$ cat src/rtl/sleep_reset_regs.vh
// Register offsets, field positions, encodings and timing constants
`ifndef SLEEP_RESET_REGS_VH
`define SLEEP_RESET_REGS_VH
`define IO_SLEEP_CTRL 6'h35
`define DATA_SPACE_BASE 8'h20
`define DATA_SLEEP_CTRL 8'h55
`define IO_CTRL_STATUS 6'h34
`define SLEEP_CTRL_RESET 8'h00
`define CTRL_STATUS_RESET 8'h00
`define SLEEP_ENABLE_POS 7
`define MODE_HI 6
`define MODE_LO 4
`define TEST_PORT_DISABLE_POS 7
`define MODE_IDLE 3'h0
`define MODE_NOISE 3'h1
`define MODE_PDOWN 3'h2
`define MODE_PSAVE 3'h3
`define MODE_RSVD4 3'h4
`define MODE_RSVD5 3'h5
`define MODE_STANDBY 3'h6
`define MODE_EXT_STANDBY 3'h7
`define WAKE_STALL_CYCLES 4'h4
`define TIMEOUT_SHORT 20'h00006
`define TIMEOUT_MID 20'h00400
`define TIMEOUT_LONG 20'h10000
`define EXT_RESET_MIN_NS 1500
`define CLK_PERIOD_NS 50
`define EXT_RESET_MIN_CYC ((`EXT_RESET_MIN_NS + `CLK_PERIOD_NS - 1) / `CLK_PERIOD_NS)
`endif

$ cat src/rtl/reset_stretch.v
// Delay counter that stretches internal reset after all sources go quiet
`timescale 1ns/1ps
module reset_stretch
#(
   parameter CNT_W = 20
)
(
   sys_clk,
   any_reset_n,
   timeout_cycles,
   core_reset_n
);
   input wire sys_clk;
   input wire any_reset_n;
   input wire [CNT_W-1:0] timeout_cycles;
   output reg core_reset_n;

   reg [CNT_W-1:0] count_q;

   // Counter is cleared asynchronously by any source; counts after release
   always @(posedge sys_clk or negedge any_reset_n)
   begin
      if (!any_reset_n)
      begin
         count_q <= {CNT_W{1'b0}};
         core_reset_n <= 1'b0;
      end
      else if (count_q >= timeout_cycles)
      begin
         core_reset_n <= 1'b1;
      end
      else
      begin
         count_q <= count_q + {{(CNT_W-1){1'b0}}, 1'b1};
      end
   end
endmodule

$ cat src/rtl/sleep_and_reset_control.v
// Sleep mode selection, analog gating and reset merging
`timescale 1ns/1ps
`include "sleep_reset_regs.vh"
module sleep_and_reset_control
#(
   parameter CNT_W = 20,
   parameter TIMEOUT_SHORT = `TIMEOUT_SHORT,
   parameter TIMEOUT_MID = `TIMEOUT_MID,
   parameter TIMEOUT_LONG = `TIMEOUT_LONG
)
(
   sys_clk,
   reset_n,
   io_addr,
   io_wdata,
   io_write,
   data_space,
   io_rdata,
   sleep_instr,
   wake_irq,
   clock_select_fuses,
   ext_crystal_sel,
   brownout_enable_fuse,
   debug_enable_fuse,
   test_port_fuse,
   power_on_low,
   ext_reset_pin_n,
   watchdog_enable,
   watchdog_expired,
   brownout_low,
   test_reset_reg,
   tap_shifting,
   tdo_data,
   adc_enable,
   comparator_enable,
   comparator_uses_ref,
   sleeping,
   active_mode,
   cpu_stall,
   adc_power,
   adc_extended_conv,
   comparator_power,
   ref_enable,
   brownout_active,
   watchdog_run,
   input_buf_enable,
   main_clock_keep,
   test_port_enable,
   tdo_out,
   tdo_oe,
   port_reset_n,
   core_reset_n,
   fetch_vector
);
   input wire sys_clk;
   input wire reset_n;
   input wire [7:0] io_addr;
   input wire [7:0] io_wdata;
   input wire io_write;
   input wire data_space;
   output reg [7:0] io_rdata;
   input wire sleep_instr;
   input wire wake_irq;
   input wire [3:0] clock_select_fuses;
   input wire ext_crystal_sel;
   input wire brownout_enable_fuse;
   input wire debug_enable_fuse;
   input wire test_port_fuse;
   input wire power_on_low;
   input wire ext_reset_pin_n;
   input wire watchdog_enable;
   input wire watchdog_expired;
   input wire brownout_low;
   input wire test_reset_reg;
   input wire tap_shifting;
   input wire tdo_data;
   input wire adc_enable;
   input wire comparator_enable;
   input wire comparator_uses_ref;
   output reg sleeping;
   output reg [2:0] active_mode;
   output wire cpu_stall;
   output wire adc_power;
   output reg adc_extended_conv;
   output wire comparator_power;
   output wire ref_enable;
   output wire brownout_active;
   output wire watchdog_run;
   output wire input_buf_enable;
   output wire main_clock_keep;
   output wire test_port_enable;
   output reg tdo_out;
   output wire tdo_oe;
   output wire port_reset_n;
   output wire core_reset_n;
   output reg fetch_vector;

   // ----------------------------------------------------------------
   // Input synchronisers
   // ----------------------------------------------------------------
   reg [6:0] sync1_q;
   reg [6:0] sync2_q;
   wire bo_low_s = sync2_q[0];
   wire pin_n_s = sync2_q[1];
   wire wd_exp_s = sync2_q[2];
   wire tr_s = sync2_q[3];
   wire adc_en_s = sync2_q[4];
   wire irq_s = sync2_q[5];
   wire shift_s = sync2_q[6];

   always @(posedge sys_clk or negedge reset_n)
   begin
      if (!reset_n)
      begin
         sync1_q <= 7'h00;
         sync2_q <= 7'h02;
      end
      else
      begin
         sync1_q <= {tap_shifting, wake_irq, adc_enable, test_reset_reg,
                     watchdog_expired, ext_reset_pin_n, brownout_low};
         sync2_q <= sync1_q;
      end
   end

   // ----------------------------------------------------------------
   // Reset merging
   // ----------------------------------------------------------------
   // Pin filter: low must persist for the minimum width
   reg [7:0] pin_low_cnt_q;
   reg ext_rst_q;
   always @(posedge sys_clk or negedge reset_n)
   begin
      if (!reset_n)
      begin
         pin_low_cnt_q <= 8'h00;
         ext_rst_q <= 1'b0;
      end
      else if (pin_n_s)
      begin
         pin_low_cnt_q <= 8'h00;
         ext_rst_q <= 1'b0;
      end
      else if ({24'h000000, pin_low_cnt_q} >= `EXT_RESET_MIN_CYC)
         ext_rst_q <= 1'b1;
      else
         pin_low_cnt_q <= pin_low_cnt_q + 8'h01;
   end

   wire wd_rst = watchdog_enable & wd_exp_s;
   wire bo_rst = brownout_enable_fuse & bo_low_s;
   wire any_src = power_on_low | ext_rst_q | wd_rst | bo_rst | tr_s;
   // Power-on and base reset reach ports with no clock needed
   assign port_reset_n = reset_n & ~power_on_low & ~any_src;

   reg [CNT_W-1:0] timeout_sel;
   always @*
   begin
      case (clock_select_fuses[3:2])
         2'h0: timeout_sel = TIMEOUT_SHORT[CNT_W-1:0];
         2'h1: timeout_sel = TIMEOUT_MID[CNT_W-1:0];
         default: timeout_sel = TIMEOUT_LONG[CNT_W-1:0];
      endcase
   end

   reset_stretch #(.CNT_W(CNT_W)) u_stretch
   (
      .sys_clk(sys_clk),
      .any_reset_n(port_reset_n),
      .timeout_cycles(timeout_sel),
      .core_reset_n(core_reset_n)
   );

   // ----------------------------------------------------------------
   // Registers
   // ----------------------------------------------------------------
   function hit;
      input [7:0] a;
      input ds;
      input [5:0] io_off;
      begin
         hit = ds ? (a == ({2'b00, io_off} + `DATA_SPACE_BASE))
                  : (a == {2'b00, io_off});
      end
   endfunction

   reg [7:0] sleep_control_reg_q;
   reg [7:0] control_status_reg_q;
   wire scr_hit = hit(io_addr, data_space, `IO_SLEEP_CTRL);
   wire csr_hit = hit(io_addr, data_space, `IO_CTRL_STATUS);

   always @(posedge sys_clk or negedge core_reset_n)
   begin
      if (!core_reset_n)
      begin
         sleep_control_reg_q <= `SLEEP_CTRL_RESET;
         control_status_reg_q <= `CTRL_STATUS_RESET;
      end
      else if (io_write)
      begin
         if (scr_hit)
            sleep_control_reg_q <= {io_wdata[7:4], 4'h0};
         if (csr_hit)
            control_status_reg_q <= {io_wdata[7], 7'h00};
      end
   end

   always @*
   begin
      if (scr_hit)
         io_rdata = sleep_control_reg_q;
      else if (csr_hit)
         io_rdata = control_status_reg_q;
      else
         io_rdata = 8'h00;
   end

   wire sleep_enable_bit = sleep_control_reg_q[`SLEEP_ENABLE_POS];
   wire [2:0] sleep_mode_field =
      sleep_control_reg_q[`MODE_HI:`MODE_LO];
   wire test_port_disable_bit =
      control_status_reg_q[`TEST_PORT_DISABLE_POS];

   // ----------------------------------------------------------------
   // Sleep sequencer
   // ----------------------------------------------------------------
   localparam ST_RUN = 2'b00;
   localparam ST_SLEEP = 2'b01;
   localparam ST_STALL = 2'b10;

   function mode_ok;
      input [2:0] m;
      input xtal;
      begin
         case (m)
            `MODE_RSVD4, `MODE_RSVD5: mode_ok = 1'b0;
            `MODE_STANDBY, `MODE_EXT_STANDBY: mode_ok = xtal;
            default: mode_ok = 1'b1;
         endcase
      end
   endfunction

   reg [1:0] state_q;
   reg [3:0] stall_q;
   always @(posedge sys_clk or negedge core_reset_n)
   begin
      if (!core_reset_n)
      begin
         state_q <= ST_RUN;
         stall_q <= 4'h0;
         sleeping <= 1'b0;
         active_mode <= `MODE_IDLE;
         fetch_vector <= 1'b1;
      end
      else
      begin
         fetch_vector <= 1'b0;
         case (state_q)
            ST_RUN:
               if (sleep_instr && sleep_enable_bit &&
                   mode_ok(sleep_mode_field, ext_crystal_sel))
               begin
                  state_q <= ST_SLEEP;
                  sleeping <= 1'b1;
                  active_mode <= sleep_mode_field;
               end
            ST_SLEEP:
               if (irq_s)
               begin
                  state_q <= ST_STALL;
                  sleeping <= 1'b0;
                  stall_q <= `WAKE_STALL_CYCLES;
               end
            ST_STALL:
               if (stall_q == 4'h1)
                  state_q <= ST_RUN;
               else
                  stall_q <= stall_q - 4'h1;
            default:
               state_q <= ST_RUN;
         endcase
      end
   end
   assign cpu_stall = (state_q == ST_STALL);

   // ----------------------------------------------------------------
   // Analog and clock gating
   // ----------------------------------------------------------------
   wire deep = sleeping && (active_mode != `MODE_IDLE) &&
               (active_mode != `MODE_NOISE);
   assign adc_power = adc_en_s;
   assign comparator_power = comparator_enable & ~deep;
   assign ref_enable = brownout_enable_fuse | adc_en_s |
                       (comparator_enable & comparator_uses_ref);
   assign brownout_active = brownout_enable_fuse;
   assign watchdog_run = watchdog_enable;
   // Wake-up pins keep their buffers outside this gate
   assign input_buf_enable = ~deep;
   assign main_clock_keep = sleeping & debug_enable_fuse &
      ((active_mode == `MODE_PDOWN) | (active_mode == `MODE_PSAVE));

   reg adc_en_prev_q;
   always @(posedge sys_clk or negedge core_reset_n)
   begin
      if (!core_reset_n)
      begin
         adc_en_prev_q <= 1'b0;
         adc_extended_conv <= 1'b1;
      end
      else
      begin
         adc_en_prev_q <= adc_en_s;
         if (!adc_en_s)
            adc_extended_conv <= 1'b1;
         else if (adc_en_prev_q)
            adc_extended_conv <= 1'b0;
      end
   end

   // ----------------------------------------------------------------
   // Test port
   // ----------------------------------------------------------------
   assign test_port_enable = test_port_fuse & ~test_port_disable_bit;
   assign tdo_oe = test_port_enable & shift_s;
   always @(posedge sys_clk or negedge reset_n)
   begin
      if (!reset_n)
         tdo_out <= 1'b0;
      else
         tdo_out <= tdo_data;
   end
endmodule

$ cat config.mk
export PLATFORM = sky130hd
export DESIGN_NAME = sleep_and_reset_control
export DESIGN_NICKNAME = d
export VERILOG_FILES = /design/src/rtl/reset_stretch.v /design/src/rtl/sleep_and_reset_control.v
export VERILOG_INCLUDE_DIRS = /design/src /design/src/rtl
export SDC_FILE = /design/constraint.sdc
export NUM_CORES = 1
export LEC_CHECK = 0
export BUFFER_PORTS_ARGS = -buffer_cell sky130_fd_sc_hd__buf_2
export CAP_MARGIN = 10
export CORE_ASPECT_RATIO = 1.75
export CORE_UTILIZATION = 57
export DETAILED_ROUTE_END_ITERATION = 8
export PLACE_DENSITY = 0.84
export SLEW_MARGIN = 10
export SYNTH_ARGS = -nofsm -noshare
export SYNTH_HDL_FRONTEND = slang
export SYNTH_SLANG_ARGS = --single-unit
$ cat constraint.sdc
create_clock -name sys_clk -period 4.6 [get_ports sys_clk]
set_input_delay 0.23 -clock sys_clk [delete_from_list [all_inputs] [get_ports sys_clk]]
set_output_delay 0.23 -clock sys_clk [all_outputs]
set_load 0.01 [all_outputs]
**Word-level counts from Yosys, hierarchy flattened**

Index checks and enable logic that the tools add are counted.

- Register bits: 63
- Input bits: 41
- Output and inout port bits: 27
- Logic and storage cells: 104

- Add/sub/neg operators: 3
- $lt $le $gt $ge: 2
- Eq/ne operators: 21
- Muxes and demuxes: 23
- Bitwise gates (word level): 21
- Reduce and logical (&&, ||, !) cells: 18

Operator list:

| kind | number |
|---|---|
| 17-bit case mux with 2 select lines | 1 |
| 8-bit two-way mux | 4 |
| 20-bit by 1-bit adder with 20-bit output, second input constant | 1 |
| 20-bit by 17-bit >= comparator with 1-bit output | 1 |
| 8-bit by 6-bit == test with 1-bit output, second input constant | 2 |
| 8-bit by 7-bit == test with 1-bit output, second input constant | 2 |
| 3-bit == test, second input constant | 4 |
| 1-bit bitwise AND | 10 |
| 1-bit two-way mux | 9 |
| 3-bit AND reduction | 3 |
| 8-bit by 1-bit adder with 8-bit output, second input constant | 1 |
| 8-bit by 5-bit >= comparator with 1-bit output, second input constant | 1 |
| 4-bit two-way mux | 2 |
| 2-bit inequality test, second input constant | 4 |
| 4-bit case mux with 2 select lines | 1 |
| 1-bit OR | 7 |
| 3-bit by 2-bit == test with 1-bit output, second input constant | 2 |
| 2-bit two-way mux | 3 |
| 2-bit case mux with 3 select lines | 1 |
| 2-bit AND reduction | 3 |
| 2-bit nonzero test | 3 |
| 2-bit by 1-bit == test with 1-bit output, second input constant | 2 |
| 4-bit by 1-bit == test with 1-bit output, second input constant | 1 |
| 1-bit logical AND | 4 |
| 9 further kinds | 16 |

**Longest topological paths before layout**

- Depth in word-level cells: 7
- Mapped depth: 9
- Depth with buffers taken out: 8

**Hierarchy**

From an unflattened synthesis, not the netlist that was laid out.

- Cells, all modules: 302
- Area, all modules: 3264.4 um^2

Modules (own cells, without submodules):

| module | instances | cells an instance | area an instance (um^2) | sequential area each (um^2) |
|---|---|---|---|---|
| sleep_and_reset_control | 1 | 147 | 1819.2 | 1054.8 |
| reset_stretch | 1 | 155 | 1445.1 | 525.5 |

**Worst setup path after synthesis**

No wires, ideal clock.

- Kind: reg2out
- Start point: register ext_rst_q
- End point: output port_reset_n
- Data arrival time: 2.942 ns
- Data required time: 4.370 ns
- Path slack: 1.428 ns
- Stages on the path, launching flop included: 3
- Path buffers: 0
- Path through: dfrtp_1 -> or4b_2 -> a221oi_1

- Longest elaborated chain between the ends: 6

RTL lines:

| what | line | source |
|---|---|---|
| start: declaration | sleep_and_reset_control.v:131 | `reg ext_rst_q;` |
| start signal: assignment | sleep_and_reset_control.v:137 | `ext_rst_q <= 1'b0;` |
| start signal: assignment | sleep_and_reset_control.v:142 | `ext_rst_q <= 1'b0;` |
| start signal: assignment | sleep_and_reset_control.v:145 | `ext_rst_q <= 1'b1;` |
| 1-bit OR (4 in series) | sleep_and_reset_control.v:152 | `wire any_src = power_on_low \| ext_rst_q \| wd_rst \| bo_rst \| tr_s;` |
| 1-bit inverter | sleep_and_reset_control.v:154 | `assign port_reset_n = reset_n & ~power_on_low & ~any_src;` |
| 1-bit bitwise AND | sleep_and_reset_control.v:154 |  |
| end: declaration | sleep_and_reset_control.v:94 | `output wire port_reset_n;` |

No other way between the ends.

**Final worst setup path**

- Start point: input reset_n
- End point: output port_reset_n

- Longest elaborated chain between the ends: 2

RTL lines:

| what | line | source |
|---|---|---|
| start: declaration | sleep_and_reset_control.v:56 | `input wire reset_n;` |
| 1-bit bitwise AND (2 in series) | sleep_and_reset_control.v:154 |  |

No other way between the ends.

==> out/metrics.yaml <==
sta:
  max-slew-margin-rel_pct: 49.8
  fin_tns_setup_ns: 0
  fin_skew_ns: 0.0100
  fmax_mhz: 361
  setup_viol: 0
  rsz0062_at_grt: "false"
  finalHoldViolations: 0
  whs_ns: 0.0218
  drv_slew: 0
  fin_crit_sh_pct: 60.2
  tightestPinTransition_ns: 0.753
  period_minus_slack_ns: 2.77
yosys:
  ys.flop_type: "dfrtp_1"
  yosys-top-cells-area: "dfrtp_1 54%, xnor2_1 5.4%, ha_1 4.0%"
  ys_seq_area_share_pct: 56.8
  synth_cell_types: 48
  ys_warn_count: 0
  synth.ff_latch_count: 63
  syn-cell-area_sq_um: 2780
  synth_edf_count: 0
  syn_inst: 228
  synth_top_cell_area_share_pct: 54.0
  synth_area_leader_cell: "dfrtp_1"
  synthArstFlopShare_pct: 100
  synth.avg_cell_area_sq_um: 12.2
pwr:
  ir_worst_vdd_mv: 0.365
  pwr-share-seq_pct: 48.8
  powerDensity_nw_per_um2: 428
  p_clk_share_pct: 32.8
  p_leak_uw: 0.00168
  intPower_uw: 1020
  comb_power_share_pct: 18.4
  p_sw_uw: 426
  finalPower_uw: 1440
  netSwitchingFraction_pct: 29.5
worst_setup_path:
  cpPeakStageDelay_ns: 0.65
  crit_chain: "dlygate4sd3_1 > buf_2 > or4b_2 > a221oi_2 > buf_4 > buf_2"
  cp-start-kind: "input port"
  cpMostUsedCell: "buf_2"
  end_kind: "primary output"
  cp_slowest_cell: "or4b_2"
  crit_fanout: 25
  worstPathArrival_ns: 2.54
  required_ns: 4.37
  path_class: "in2out"
cts:
  root_buffer: "clkbuf_8"
  clock_sinks: 63
  cts_tree: "yes"
  ctsHtreeMaxLevel: 3
  cts.path.max_buffers: 2
  clk_pin_slew_ns: 0.06
  cts_buffers: 9
  post_cts_buffers: 0
  clk_latency_ns: 0.34
floorplan:
  die_h_um: 94.4
  core_region_area_sq_um: 4670
  io_pins: 68
  start_util_pct: 59.6
  rows: 33
  die_width_um: 54.8
  die_area_sq_um: 5170
detailed_routing:
  wl_per_cell_um: 14.9
  routed_wl_um: 5310
  num_vias: 1953
  viasPerCell: 5.49
  drt_iter0_markers: 22
  dr.pass1.iters: 4
  ant_nets: 0
  drc: 0
global_route:
  grt_use_met3_pct: 6.28
  met2_usage_pct: 40.2
  grt_usage_pct: 24.1
  top_usage_layer: "met2"
  grt_pass1_vias: 2004
  antenna_found_initial: 0
  grt_util_met1_pct: 25.4
  overflow: 0
  grt_pass1_wl_um: 8580
  grt_start_max_net_pins: 26
layout:
  drive_above_1_share_pct: 31.9
  mostFrequentLayoutCell: "dfrtp_1"
  nNetsFinal: 349
  fin_cells: 356
  diodes: 0
  area_delta_synth_final_pct: 21.4
  final_cell_mix: "60 x dfrtp_1, 57 x buf_2, 17 x xnor2_1"
place:
  dp_hpwl_um: 3770
  gp_congestion: 0.822
  port_buffers: 57
  place_inst: 332
run:
  cap_violations: 0
run_status:
  status: "finished clean"
min_path:
  hold_class: "in2reg"
-- power groups by stage --
| stage | registers, uW | clock network, uW | logic [uW] |
|---|---|---|---|
| 3_5_place_dp | 713 | 0 | 259 |
| 6_report | 704 | 474 | 266 |
| 2_1_floorplan | 695 | 0 | 187 |
| 4_1_cts | 703 | 486 | 269 |
| 3_3_place_gp | 707 | 0 | 245 |
| 5_1_grt | 715 | 509 | 302 |
-- final cells by class --
type	instances	area, sq um
Fill cell	351	1290
Tap cell	52	65.1
Multi-Input combinational cell	147	1120
Inverter	12	45.0
Timing Repair Buffer	66	373
Sequential cell	63	1580
Clock buffer	10	138
Clock inverter	6	60.1
-- critical path, delay by kind of cell --
| kind | cells | cell delay [ns] |
|---|---|---|
| buffers and inverters | 4 | 1.48 |
| AND/OR/NAND/NOR | 1 | 0.65 |
| AO/OA/AOI/OAI | 1 | 0.18 |
-- per-layer routing --
layer	up-vias	share of wire (%)	wire length (um)
met2	54	54	2880
met5	-	0	0
met1	966	37	1990
met4	0	3.7	196
li1	918	-	-
met3	15	4.5	239
-- synthesized netlist by cell type (all sizes together) (2+ instances only) --
| cell type | instances |
|---|---|
| dfrtp | 60 |
| xnor2 | 17 |
| nand3 | 13 |
| inv | 12 |
| nor2 | 12 |
| nand2 | 11 |
| mux2 | 10 |
| nand4 | 10 |
| ha | 9 |
| o21ai | 8 |
| and2 | 7 |
| buf | 7 |
| nor2b | 6 |
| nor4 | 5 |
| xor2 | 5 |
| and3 | 4 |
| clkbuf | 3 |
| dfstp | 3 |
| nand2b | 3 |
| nor3b | 3 |
| a211o | 2 |
| nand3b | 2 |
| nor3 | 2 |
-- logic make-up (layout without fill, tap and decap cells) --
group	count (synthesis)	count (layout)	synth area share [%]
other	1	5	0.135
DFF	63	63	56.8
adders and majority gates	9	9	4.05
xor gates and xnor gates	22	22	6.93
AOI/OAI and AO/OA	17	17	4.45
and+or+nand+nor	83	83	18.8
muxes	11	11	4.95
buffers and inverters	22	94	3.82
-- what timing repair did --
action / CTS / global route
hold buffers: 8 / 0
gates resized for setup: 0 / 0
endpoints found under the setup margin: 0 / 0
hold endpoints to repair: 30 / 0
-- path summary, 6_finish.rpt --
check                                                   start                           endpoint  slack, ns  cells after the start
setup / recovery                                      reset_n                       port_reset_n       1.83                      6
hold / removal                                   tap_shifting               sync1_q[6]$_DFF_PN0_       0.02                      1
setup reg to reg             u_stretch.count_q[1]$_DFFE_PN0N_   u_stretch.count_q[1]$_DFFE_PN0N_       2.20                      7
hold reg to reg            u_stretch.core_reset_n$_DFFE_PN0P_            adc_en_prev_q$_DFF_PN0_       0.31                      0
max in group asynchronous                             reset_n  u_stretch.count_q[15]$_DFFE_PN0N_       2.76                      5
min in group asynchronous                brownout_enable_fuse  u_stretch.count_q[18]$_DFFE_PN0N_       0.16                      3
-- state kept, by name, summed over array words and instances, names as in the netlist, 2 cells and up --
register,count
u_stretch.count_q,20
state_q,2
sync2_q,7
stall_q,4
sleep_control_reg_q,4
sync1_q,7
pin_low_cnt_q,8
active_mode,3
-- stage by stage --
step / utilization, % / instance area [sq um] / setup WS, ns
finish: 72.4 / 3380 / 1.83
global placement: 66.4 / 3100 / 2.05
detailed placement: 66.4 / 3100 / 1.96
CTS: 72.4 / 3380 / 1.78
floorplan: - / 2800 / 1.17
global route: 72.4 / 3380 / 1.62
No activity file was read; power rests on OpenSTA's default activity.
